**src/flash_erase_pkg.sv**
```systemverilog
// Purpose: Shared constants and types for the flash row erase controller.
// Assumes: 32-bit AXI4-Lite register bus, 250 MHz clock.
// Notes:   Register offsets are byte addresses, one aligned word each.
package flash_erase_pkg;

  localparam logic [7:0] OFS_DATA_LOW   = 8'h00;
  localparam logic [7:0] OFS_DATA_HIGH  = 8'h04;
  localparam logic [7:0] OFS_ADDR_LOW   = 8'h08;
  localparam logic [7:0] OFS_ADDR_HIGH  = 8'h0c;
  localparam logic [7:0] OFS_CONTROL    = 8'h10;
  localparam logic [7:0] OFS_UNLOCK     = 8'h14;

  // Control register bit positions, then the address high top bit
  localparam int BIT_START      = 0;
  localparam int BIT_PROGRAM_WRITE_ENABLE       = 2;
  localparam int BIT_REFUSED    = 3;
  localparam int BIT_ERASE_SEL  = 4;
  localparam int BIT_CFG_SEL    = 6;
  localparam int ADDR_HIGH_TOP  = 7;

  localparam logic [7:0] UNLOCK_FIRST  = 8'h55;
  localparam logic [7:0] UNLOCK_SECOND = 8'haa;

  localparam logic [1:0] RESP_OKAY   = 2'b00;
  localparam logic [1:0] RESP_SLVERR = 2'b10;

  localparam int CLK_MHZ         = 250;
  localparam int SETUP_CYCLES    = 2;
  localparam int ERASE_TIME_NS   = 2000000;
  localparam int ERASE_CYCLES    = ERASE_TIME_NS / 1000 * CLK_MHZ;
  localparam int ROW_WORDS_LOG2  = 5;
  localparam int RESUME_OFFSET   = 3;
  localparam int ADDR_W          = 15;
  localparam int COUNT_W         = 24;

  typedef enum logic [1:0] {PH_IDLE, PH_SETUP, PH_ERASE} phase_t;
  typedef enum logic [1:0] {UL_IDLE, UL_GOT_FIRST, UL_OPEN} unlock_t;

  typedef struct packed {
    logic              erase_on;
    logic              config_space;
    logic [ADDR_W-1:0] row_addr;
  } flash_cmd_t;

  typedef struct packed {
    logic              resume;
    logic [ADDR_W-1:0] resume_pc;
  } core_resume_t;

endpackage : flash_erase_pkg

```
**src/flash_row_erase_control.sv**
```systemverilog
// Purpose: Row erase sequencer for on-chip flash with an AXI4-Lite register file.
// Assumes: The core stops executing while cpu_stall is high; cpu_pc is the
//          address of the instruction that performs the control register write.
// Notes:   Clocks are never gated here, so peripherals keep running during an erase.
`timescale 1ns/1ps

// Functional notes
// - Program memory is erased only as whole rows, never single words.
// - Any address inside a row selects that whole row for erase.
// - Unlock port must receive 55h then AAh before an erase can start.
// - After unlocking, setting the start bit together with the write-enable and erase-select bits begins the row erase.
// - Two setup cycles pass after the start write before execution stalls.
// - Execution is halted for the erase time, typically 2 ms.
// - The stall is not sleep; clocks and peripherals keep running.
// - Execution resumes at the third instruction after the control write.
// - Data low byte is read/write, unknown at power-up, kept across resets.
// - Data high holds six upper word bits; its top two bits read zero.
// - Address low byte is read/write and cleared by reset.
// - Address high holds seven upper address bits, cleared by reset.
// - Top bit of the address high register always reads as one.
module flash_row_erase_control
  import flash_erase_pkg::*;
#(
  parameter int unsigned ERASE_COUNT = ERASE_CYCLES
)(
  input  wire logic                        aclk,        // 250 MHz clock
  input  wire logic                        aresetn,     // Synchronous reset, active low
  input  wire logic                        awvalid,     // Write address valid
  output      logic                        awready,     // Write address ready
  input  wire logic [7:0]                  awaddr,      // Write byte address
  input  wire logic                        wvalid,      // Write data valid
  output      logic                        wready,      // Write data ready
  input  wire logic [31:0]                 wdata,       // Write data
  input  wire logic [3:0]                  wstrb,       // Write byte strobes
  output      logic                        bvalid,      // Write response valid
  input  wire logic                        bready,      // Write response ready
  output      logic [1:0]                  bresp,       // Write response
  input  wire logic                        arvalid,     // Read address valid
  output      logic                        arready,     // Read address ready
  input  wire logic [7:0]                  araddr,      // Read byte address
  output      logic                        rvalid,      // Read data valid
  input  wire logic                        rready,      // Read data ready
  output      logic [31:0]                 rdata,       // Read data
  output      logic [1:0]                  rresp,       // Read response
  input  wire logic [ADDR_W-1:0]           cpu_pc,      // Address of the current write
  output      logic                        cpu_stall,   // Halts instruction execution
  output      flash_erase_pkg::flash_cmd_t flash_cmd,   // Erase command to the array
  output      flash_erase_pkg::core_resume_t core_resume // Resume pulse and target
);
  import flash_erase_pkg::*;

  typedef struct packed {
    phase_t             phase;
    logic [COUNT_W-1:0] count;
    unlock_t            unlock;
    logic [7:0]         data_low;
    logic [5:0]         data_high;
    logic [ADDR_W-1:0]  addr;
    logic               erase_sel;
    logic               program_write_enable;
    logic               cfg_sel;
    logic               start;
    logic               refused;
    logic               stall;
    flash_cmd_t         cmd;
    core_resume_t       res;
    logic               aw_held;
    logic [7:0]         aw_addr;
    logic               w_held;
    logic [7:0]         w_data;
    logic               w_lane0;
    logic               awready;
    logic               wready;
    logic               bvalid;
    logic [1:0]         bresp;
    logic               arready;
    logic               rvalid;
    logic [31:0]        rdata;
    logic [1:0]         rresp;
    logic [7:0]         rd_addr;
  } state_t;

  state_t st;
  state_t next_st;

  function automatic logic mapped(input logic [7:0] a);
    mapped = (a == OFS_DATA_LOW) || (a == OFS_DATA_HIGH) || (a == OFS_ADDR_LOW) ||
             (a == OFS_ADDR_HIGH) || (a == OFS_CONTROL) || (a == OFS_UNLOCK);
  endfunction : mapped

  // Whole-row address: low word bits inside the row are forced to zero
  function automatic logic [ADDR_W-1:0] row_of(input logic [ADDR_W-1:0] a);
    row_of = {a[ADDR_W-1:ROW_WORDS_LOG2], {ROW_WORDS_LOG2{1'b0}}};
  endfunction : row_of

  function automatic logic [31:0] read_reg(input state_t s, input logic [7:0] a);
    read_reg = 32'h0000_0000;
    case (a)
      OFS_DATA_LOW:  read_reg[7:0] = s.data_low;
      OFS_DATA_HIGH: read_reg[5:0] = s.data_high;
      OFS_ADDR_LOW:  read_reg[7:0] = s.addr[7:0];
      OFS_ADDR_HIGH: read_reg[7:0] = {1'b1, s.addr[ADDR_W-1:8]};
      OFS_CONTROL:
      begin
        read_reg[BIT_START]     = s.start;
        read_reg[BIT_PROGRAM_WRITE_ENABLE]      = s.program_write_enable;
        read_reg[BIT_REFUSED]   = s.refused;
        read_reg[BIT_ERASE_SEL] = s.erase_sel;
        read_reg[BIT_CFG_SEL]   = s.cfg_sel;
      end
      default:       read_reg = 32'h0000_0000;
    endcase
  endfunction : read_reg

  // Reset clears control state; the data holding bytes keep their value
  function automatic state_t reset_of(input state_t s);
    reset_of           = '0;
    reset_of.phase     = PH_IDLE;
    reset_of.unlock    = UL_IDLE;
    reset_of.data_low  = s.data_low;
    reset_of.data_high = s.data_high;
  endfunction : reset_of

  always_comb
  begin
    logic do_write;
    logic [7:0] v;
    do_write = 1'b0;
    v        = 8'h00;
    next_st  = st;
    next_st.res.resume = 1'b0;

    // Write channel capture; address and data may arrive in either order
    if (awvalid && st.awready)
    begin
      next_st.aw_held = 1'b1;
      next_st.aw_addr = awaddr;
      next_st.awready = 1'b0;
    end
    if (wvalid && st.wready)
    begin
      next_st.w_held  = 1'b1;
      next_st.w_data  = wdata[7:0];
      next_st.w_lane0 = wstrb[0];
      next_st.wready  = 1'b0;
    end
    if (st.bvalid && bready)
    begin
      next_st.bvalid  = 1'b0;
      next_st.awready = 1'b1;
      next_st.wready  = 1'b1;
    end

    if (st.aw_held && st.w_held && !st.bvalid)
    begin
      do_write        = st.w_lane0 && mapped(st.aw_addr);
      v               = st.w_data;
      next_st.aw_held = 1'b0;
      next_st.w_held  = 1'b0;
      next_st.bvalid  = 1'b1;
      next_st.bresp   = mapped(st.aw_addr) ? RESP_OKAY : RESP_SLVERR;
    end

    if (do_write)
    begin
      // Any mapped write with byte lane 0 other than the next unlock step breaks the sequence
      next_st.unlock = UL_IDLE;
      case (st.aw_addr)
        OFS_DATA_LOW:  next_st.data_low  = v;
        OFS_DATA_HIGH: next_st.data_high = v[5:0];
        OFS_ADDR_LOW:  next_st.addr[7:0] = v;
        OFS_ADDR_HIGH: next_st.addr[ADDR_W-1:8] = v[6:0];
        OFS_UNLOCK:
        begin
          if (v == UNLOCK_FIRST)
            next_st.unlock = UL_GOT_FIRST;
          else if (v == UNLOCK_SECOND && st.unlock == UL_GOT_FIRST)
            next_st.unlock = UL_OPEN;
        end
        OFS_CONTROL:
        begin
          // Mode bits are frozen while an erase is under way
          if (st.phase == PH_IDLE)
          begin
            next_st.program_write_enable      = v[BIT_PROGRAM_WRITE_ENABLE];
            next_st.erase_sel = v[BIT_ERASE_SEL];
            next_st.cfg_sel   = v[BIT_CFG_SEL];
            if (!v[BIT_REFUSED])
              next_st.refused = 1'b0;
          end
          if (v[BIT_START] && st.phase == PH_IDLE)
          begin
            if (st.unlock == UL_OPEN && v[BIT_PROGRAM_WRITE_ENABLE] && v[BIT_ERASE_SEL])
            begin
              next_st.start  = 1'b1;
              next_st.phase  = PH_SETUP;
              next_st.count  = COUNT_W'(SETUP_CYCLES - 1);
              next_st.res.resume_pc = ADDR_W'(cpu_pc + ADDR_W'(RESUME_OFFSET));
            end
            else
            begin
              next_st.refused = 1'b1;
            end
          end
        end
        default: next_st.unlock = UL_IDLE;
      endcase
    end

    // Read channel: one read at a time, answered the cycle after acceptance
    if (st.rvalid && rready)
    begin
      next_st.rvalid  = 1'b0;
      next_st.arready = 1'b1;
    end
    if (arvalid && st.arready)
    begin
      next_st.arready = 1'b0;
      next_st.rvalid  = 1'b1;
      next_st.rd_addr = araddr;
      next_st.rdata   = read_reg(st, araddr);
      next_st.rresp   = mapped(araddr) ? RESP_OKAY : RESP_SLVERR;
    end

    // Erase sequencer; clocks stay running, only the core is held
    case (st.phase)
      PH_SETUP:
      begin
        if (st.count == '0)
        begin
          next_st.phase        = PH_ERASE;
          next_st.count        = COUNT_W'(ERASE_COUNT - 1);
          next_st.stall        = 1'b1;
          next_st.cmd.erase_on = 1'b1;
          next_st.cmd.row_addr = row_of(st.addr);
          next_st.cmd.config_space = st.cfg_sel;
        end
        else
          next_st.count = st.count - COUNT_W'(1);
      end
      PH_ERASE:
      begin
        if (st.count == '0)
        begin
          next_st.phase        = PH_IDLE;
          next_st.stall        = 1'b0;
          next_st.start        = 1'b0;
          next_st.cmd.erase_on = 1'b0;
          next_st.res.resume   = 1'b1;
        end
        else
          next_st.count = st.count - COUNT_W'(1);
      end
      PH_IDLE: ;
      default: next_st.phase = PH_IDLE;
    endcase
  end

  always_ff @(posedge aclk)
  begin
    if (!aresetn)
    begin
      st         <= reset_of(st);
      st.awready <= 1'b1;
      st.wready  <= 1'b1;
      st.arready <= 1'b1;
    end
    else
      st <= next_st;
  end

  assign awready     = st.awready;
  assign wready      = st.wready;
  assign bvalid      = st.bvalid;
  assign bresp       = st.bresp;
  assign arready     = st.arready;
  assign rvalid      = st.rvalid;
  assign rdata       = st.rdata;
  assign rresp       = st.rresp;
  assign cpu_stall   = st.stall;
  assign flash_cmd   = st.cmd;
  assign core_resume = st.res;

  // Checking helpers: length of the current stall, cleared when it ends
  logic [COUNT_W-1:0] stall_len;
  always_ff @(posedge aclk)
  begin
    if (!aresetn)
      stall_len <= '0;
    else if (st.stall)
      stall_len <= stall_len + COUNT_W'(1);
    else
      stall_len <= '0;
  end
endmodule : flash_row_erase_control

```
**config.mk**
```make
export PLATFORM = sky130hd
export DESIGN_NAME = flash_row_erase_control
export DESIGN_NICKNAME = d
export VERILOG_FILES = /design/src/flash_erase_pkg.sv /design/src/flash_row_erase_control.sv
export SDC_FILE = /design/constraint.sdc
export NUM_CORES = 1
export LEC_CHECK = 0
export BUFFER_PORTS_ARGS = -buffer_cell sky130_fd_sc_hd__buf_2
export CORE_ASPECT_RATIO = 0.75
export CORE_MARGIN = 2
export CORE_UTILIZATION = 58
export DETAILED_ROUTE_END_ITERATION = 16
export PLACE_DENSITY = 0.86
export SYNTH_ARGS = -nofsm -noshare
export SYNTH_HDL_FRONTEND = slang
export SYNTH_SLANG_ARGS = --single-unit
```
**constraint.sdc**
```tcl
create_clock -name aclk -period 5.5 [get_ports aclk]
set_input_delay 0.825 -clock aclk [delete_from_list [all_inputs] [get_ports aclk]]
set_output_delay 0.825 -clock aclk [all_outputs]
set_load 0.05 [all_outputs]
```
# == Yosys cells after proc, flatten, opt, wreduce, memory -nomap -nowiden ==
# Cells that the tools add are included.
# op_classes
addsub,2
n_mul,0
div,0
n_lt_le_gt_ge,0
n_eq_ne,18
n_shift,0
muxes,44
n_bitwise,1
n_reduce_logical,42
# op_table
op,count
2-to-1 mux 26 bit,3
2-to-1 mux 62 bit,1
2-to-1 mux 24 bit,2
one-hot mux 24 bit (2 select lines),1
2-to-1 mux 44 bit,1
"== test 8 x 4 -> 1 bit, second input constant",4
"== test 8 x 5 -> 1 bit, second input constant",4
zero test 24 bit,1
2-to-1 mux 8 bit,3
"subtractor 24 x 1 -> 24 bit, second input constant",1
2-to-1 mux 2 bit,10
2-to-1 mux 18 bit,1
"== test 8 x 3 -> 1 bit, second input constant",2
zero test 8 bit,2
"adder 15 x 2 -> 15 bit, second input constant",1
one-hot mux 3 bit (5 select lines),1
logical AND 1 bit,12
one-hot mux 1 bit (4 select lines),3
AND reduction 3 bit,4
logical OR 1 bit,10
AND reduction 2 bit,5
2-to-1 mux 1 bit,9
"== test 8 x 7 -> 1 bit, second input constant",1
"== test 8 bit, second input constant",1
17 further kinds,24
# totals
reg_bits,135
latch_bits,0
mem_bits_rw,0
romBits,0
mem_count,0

# == Longest topological paths before layout ==
# logic_depth
ltp_word,11
depth_mapped,9

# == Least setup slack after synthesis ==
# No wires, ideal clock.
# synth_path
path_type,register to register
from,reg st[60] (netlist bit)
to,reg st[128] (netlist bit) (enable)
t_arrival_ps,2200
slack_ps,2902
stages_incl_launch_ff,4
path_cell_list,dfxtp_1 > or4_1 > nor4_1 > nor4b_1
# synth_between
elab_chain_len,9
elab_cells_between_ends,14
cone_classes,eq/ne (5); mux (1); reduce/logical (8)
# synth_rtl
item,line,text
"start, declared",flash_row_erase_control.sv:83,state_t st;
"start signal, assigned",flash_row_erase_control.sv:263,st <= reset_of(st);
"start signal, assigned",flash_row_erase_control.sv:269,st <= next_st;
== test 8 x 3 -> 1 bit or zero test 8 bit (tied branches),"flash_row_erase_control.sv:87, flash_row_erase_control.sv:168",
logical OR 1 bit (3 in series),flash_row_erase_control.sv:87,mapped = (a == OFS_DATA_LOW) || (a == OFS_DATA_HIGH) || (a == OFS_ADDR_LOW) ||
logical OR 1 bit (2 in series),flash_row_erase_control.sv:88,(a == OFS_ADDR_HIGH) || (a == OFS_CONTROL) || (a == OFS_UNLOCK);
logical AND 1 bit,flash_row_erase_control.sv:156,do_write = st.w_lane0 && mapped(st.aw_addr);
2-to-1 mux 1 bit,flash_row_erase_control.sv:154,if (st.aw_held && st.w_held && !st.bvalid)
AND reduction 3 bit (no line) (*),n/a,
# Every way passes the cells marked *; elsewhere a longest branch is shown, timed or not.
# A chain may end at the register's enable or synchronous reset.

# == Worst setup path in the final report ==
# layout_path
from,reg st[150] (netlist bit)
to,reg st[147] (netlist bit)
# layout_between
elab_chain_len,3
elab_cells_between_ends,4
cone_classes,mux (3); reduce/logical (1)
# layout_rtl
item,line,text
zero test 24 bit (*),"flash_row_erase_control.sv:229, flash_row_erase_control.sv:243",
"2-to-1 mux 24 bit, on equally long branches","flash_row_erase_control.sv:243, flash_row_erase_control.sv:229",
one-hot mux 24 bit (2 select lines) (*),flash_row_erase_control.sv:226,case (st.phase)
# Marked as above.

==> impl_table.tex <==
\begin{tabular}{lr}
\hline
Metric & Value \\
\hline
\multicolumn{2}{l}{\textbf{Outcome}} \\
Result of the run & complete, no violations \\
\multicolumn{2}{l}{\textbf{Synthesis}} \\
Syn Area/Cell & around 9 um2 \\
Cell area after technology mapping & around 0.0061 mm2 \\
Largest area contributor in the synthesized netlist & sky130\_fd\_sc\_hd\_\_dfxtp\_1 \\
Leading post-synthesis cells by cell area & sky130\_fd\_sc\_hd\_\_dfxtp\_1, sky130\_fd\_sc\_hd\_\_buf\_4, sky130\_fd\_sc\_hd\_\_edfxtp\_1 \\
Post-synth EDFFs & 14 \\
Post-synthesis register bit count & between 100 and 150 \\
Sequential-to-total area share from yosys stat & 0.427 \\
Synth Flop Type & sky130\_fd\_sc\_hd\_\_dfxtp\_1 \\
FFs w/ async S/R, synth & 0 \\
Cell variety after synth & slightly below 60 \\
Number of warnings issued by yosys & 0 \\
Fraction of post-synthesis cell area in the top cell type by area & 0.358 \\
Synthesized instance count & around 700 \\
\multicolumn{2}{l}{\textbf{Clock network}} \\
Clock input transition at the sequential cells of the worst setup and hold paths & about 60 ps \\
TritonCTS buffer count & 17 \\
Root Driver & sky130\_fd\_sc\_hd\_\_clkbuf\_16 \\
Clock Latency Late Sink & $\sim$420 ps \\
Number of buffers added for setup after CTS & 0 \\
CTS max path bufs & 2 \\
Hold-fix buffers at CTS & 0 \\
Post-cts resize count & 0 \\
\# clock sinks & roughly 120 \\
Number of H-tree branching levels & 4 \\
CTS tree & done \\
\multicolumn{2}{l}{\textbf{Worst setup path}} \\
FF-to-FF End & st[147] \\
Category of the worst setup path launch point & flip-flop \\
Worst Setup Path Type & flip-flop to flip-flop \\
Arrival time worst endpoint & 3790 ps \\
Depth of the worst register-to-register path & 5 \\
Flop2flop setup slack & between 2000 and 2500 ps \\
Critical path capture point type & flip-flop \\
Required @ worst endpoint & between 5000 and 6000 ps \\
Launch instance of the worst register-to-register path & st[150] \\
Max FO, Critical Path & 17 \\
\multicolumn{2}{l}{\textbf{Place}} \\
Placer congestion estimate & 0.906 \\
Number of buffers inserted by port buffering & 90 \\
Final HPWL from detailed placement & between 10 and 15 mm \\
\multicolumn{2}{l}{\textbf{Routing}} \\
Average via count per standard cell & 6.09 \\
First-pass iteration count of the detailed router & 6 \\
Number of DRC violations after detailed-routing iteration 0 & 620 \\
Final routed wirelength across all metal layers & about 15 mm \\
Post-route DRC violation count & 0 \\
Via count & 5411 \\
Wire length per cell after detailed routing & 17.2 um \\
Remaining antenna violation count after routing & 0 \\
\multicolumn{2}{l}{\textbf{Worst hold path}} \\
Worst min-delay path endpoint & rdata[7] \\
Launch instance of the worst min-delay path & rdata[7] \\
Cell depth of the worst hold path & 2 \\
Hold Path Class & flip-flop to flip-flop \\
\multicolumn{2}{l}{\textbf{Global route}} \\
Number of global-route vias before repair & $\sim$4900 \\
Pin count of the biggest net entering global routing & 47 \\
Global Route met2 Usage & 0.439 \\
Overall fraction of global-route tracks in use & 0.269 \\
Global-route met1 utilization & 0.334 \\
First-pass GRT wire length & 24.1 mm \\
Gr busiest metal & met2 \\
Initial antenna violation count & 0 \\
Met3 global-route usage & 0.0683 \\
Leftover overflow at the end of global routing & 0 \\
\multicolumn{2}{l}{\textbf{Die}} \\
Count of standard-cell rows & 32 \\
Floorplan Core Area & roughly 0.010 mm2 \\
Die area & about 0.011 mm2 \\
Vertical die dimension & $\sim$93 um \\
Die width & around 120 um \\
Starting density of the core & 0.598 \\
Num ports & 149 \\
\multicolumn{2}{l}{\textbf{Pwr}} \\
Pwr Density & approximately 340 mW/mm2 \\
Post-layout power & 2.35 mW \\
Lkg Pwr & between 2 and 3 nW \\
Peak VDD IR & approximately 0.00021 V \\
\multicolumn{2}{l}{\textbf{STA}} \\
Final setup TNS & 0 ps \\
Period Utilization, post-route & 0.631 \\
Actual slew at the worst max-slew pin & around 1200 ps \\
Skew final & 8.28 ps \\
Remaining max-slew budget at the tightest pin & 0.200 \\
Number of pins with negative max-slew slack in the final report & 0 \\
Maximum clock frequency & between 200 and 300 MHz \\
RSZ-0062 raised after global routing & no \\
Final number of hold-violating endpoints & 0 \\
Final-report setup violation count & 0 \\
Post-layout minimum cycle time & about 3500 ps \\
\multicolumn{2}{l}{\textbf{Layout}} \\
NumNets Final & 821 \\
Number of fillers in the final layout & about 790 \\
Share of final-layout standard cells stronger than drive strength 1 & 0.177 \\
Most frequent standard cell in the layout excluding fill and tap cells & sky130\_fd\_sc\_hd\_\_dfxtp\_1 \\
Commonest cells after routing, fill and taps aside & sky130\_fd\_sc\_hd\_\_dfxtp\_1, sky130\_fd\_sc\_hd\_\_buf\_2, sky130\_fd\_sc\_hd\_\_nand2\_1, sky130\_fd\_sc\_hd\_\_nor2\_1, sky130\_fd\_sc\_hd\_\_a21oi\_1 \\
Layout overhead on the synthesized area & 12.4\% \\
Number of antenna repair diodes & 0 \\
\multicolumn{2}{l}{\textbf{Flow run}} \\
Number of max-cap violations & 0 \\
\hline
\end{tabular}
-- per-layer routing --
layer	routed length (um)	share of wire
met1	6230	0.41
met2	7300	0.48
met3	1430	0.093
met4	345	0.023
met5	0	0
-- layout make-up --
type                       instances  area (um2)  share of cell area
tap                              136         170              0.0246
timing repair buffer              95         488              0.0706
inverter                          18        67.6             0.00977
clock buffer                      19         433              0.0626
clock inverter                    13         221              0.0320
sequential                       124        2620               0.379
multi-input combinational        484        2910               0.421
-- through the flow --
step	instance area, um2	setup slack [ps]	hold WS, ps	utilization	instances
final	6910	2030	459	0.672	889
after floorplan	6260	2900	432	-	733
after CTS	6910	2180	455	0.672	889
after global placement	6260	2240	441	0.608	857
after detailed placement	6260	2200	448	0.608	857
after global routing	6910	1860	483	0.672	889
-- report_power, final --
group,internal [mW],total [mW],switching [mW]
sequential,0.928,0.943,0.0151
combinational,0.0391,0.165,0.126
clock,0.845,1.25,0.402
-- cells in the mapped netlist (3+ instances only) --
master                      instances
sky130_fd_sc_hd__nor3_1            15
sky130_fd_sc_hd__dfxtp_1          110
sky130_fd_sc_hd__or2_2              4
sky130_fd_sc_hd__o2bb2ai_1          3
sky130_fd_sc_hd__nand3b_1           4
sky130_fd_sc_hd__nand2b_1           4
sky130_fd_sc_hd__xor2_1             9
sky130_fd_sc_hd__a31oi_1            5
sky130_fd_sc_hd__nor4_1             6
sky130_fd_sc_hd__xnor2_1            5
sky130_fd_sc_hd__inv_1             17
sky130_fd_sc_hd__nand4_1            7
sky130_fd_sc_hd__nand3_1           31
sky130_fd_sc_hd__buf_2              4
sky130_fd_sc_hd__nand4b_1           4
sky130_fd_sc_hd__and2_1             8
sky130_fd_sc_hd__o221ai_1           4
sky130_fd_sc_hd__o31a_1             3
sky130_fd_sc_hd__o21ai_0           26
sky130_fd_sc_hd__a211oi_1          30
sky130_fd_sc_hd__or4_1              8
sky130_fd_sc_hd__nor2_1            61
sky130_fd_sc_hd__or3_1             11
sky130_fd_sc_hd__edfxtp_1          14
sky130_fd_sc_hd__and3_1             5
sky130_fd_sc_hd__a21oi_1           49
sky130_fd_sc_hd__buf_4             69
sky130_fd_sc_hd__a311oi_1           6
sky130_fd_sc_hd__clkbuf_1          33
sky130_fd_sc_hd__mux2i_1           32
sky130_fd_sc_hd__ha_1               7
sky130_fd_sc_hd__a222oi_1           5
sky130_fd_sc_hd__nor4b_1            4
sky130_fd_sc_hd__nand2_1           65
-- sequential cells by signal, summed over array words and instances (netlist names), 8 cells and up --
| name | count |
|---|---|
| rdata | 8 |
| flash_cmd | 11 |
| st | 81 |
| core_resume | 16 |
-- logic make-up (layout without fill, tap and decap cells) --
kind of cell             Yosys count  count (layout)  share of synthesized area
AND/OR/NAND/NOR                  249             249                      0.205
AO/OA/AOI/OAI                    151             151                      0.162
buffers and inverters            125             145                      0.119
flip-flops                       124             124                      0.427
multiplexers                      32              32                     0.0521
XOR/XNOR                          14              14                     0.0199
adder cells (fa/ha/maj)            7               7                     0.0142
other                              1              31                   0.000610
-- critical path, cell delays in order, from the launching register on --
cell and delay [ps]:
sky130_fd_sc_hd__dfxtp_1 390, sky130_fd_sc_hd__or4_1 720, sky130_fd_sc_hd__or4_1 550, sky130_fd_sc_hd__o21ai_1 960, sky130_fd_sc_hd__nand2_1 390, sky130_fd_sc_hd__a311oi_1 370
-- how the worst max path moves through the flow --
stage | start | endpoint | slack [ps] | cells after the start
floorplan | st[60] | st[128] | 2900 | 3
finish | st[150] | st[147] | 2030 | 5
global route | st[150] | st[157] | 1860 | 5
global placement | st[150] | st[152] | 2240 | 5
CTS | st[150] | st[144] | 2180 | 5
detailed placement | st[150] | st[144] | 2200 | 5
(Power assumes the default switching activity.)
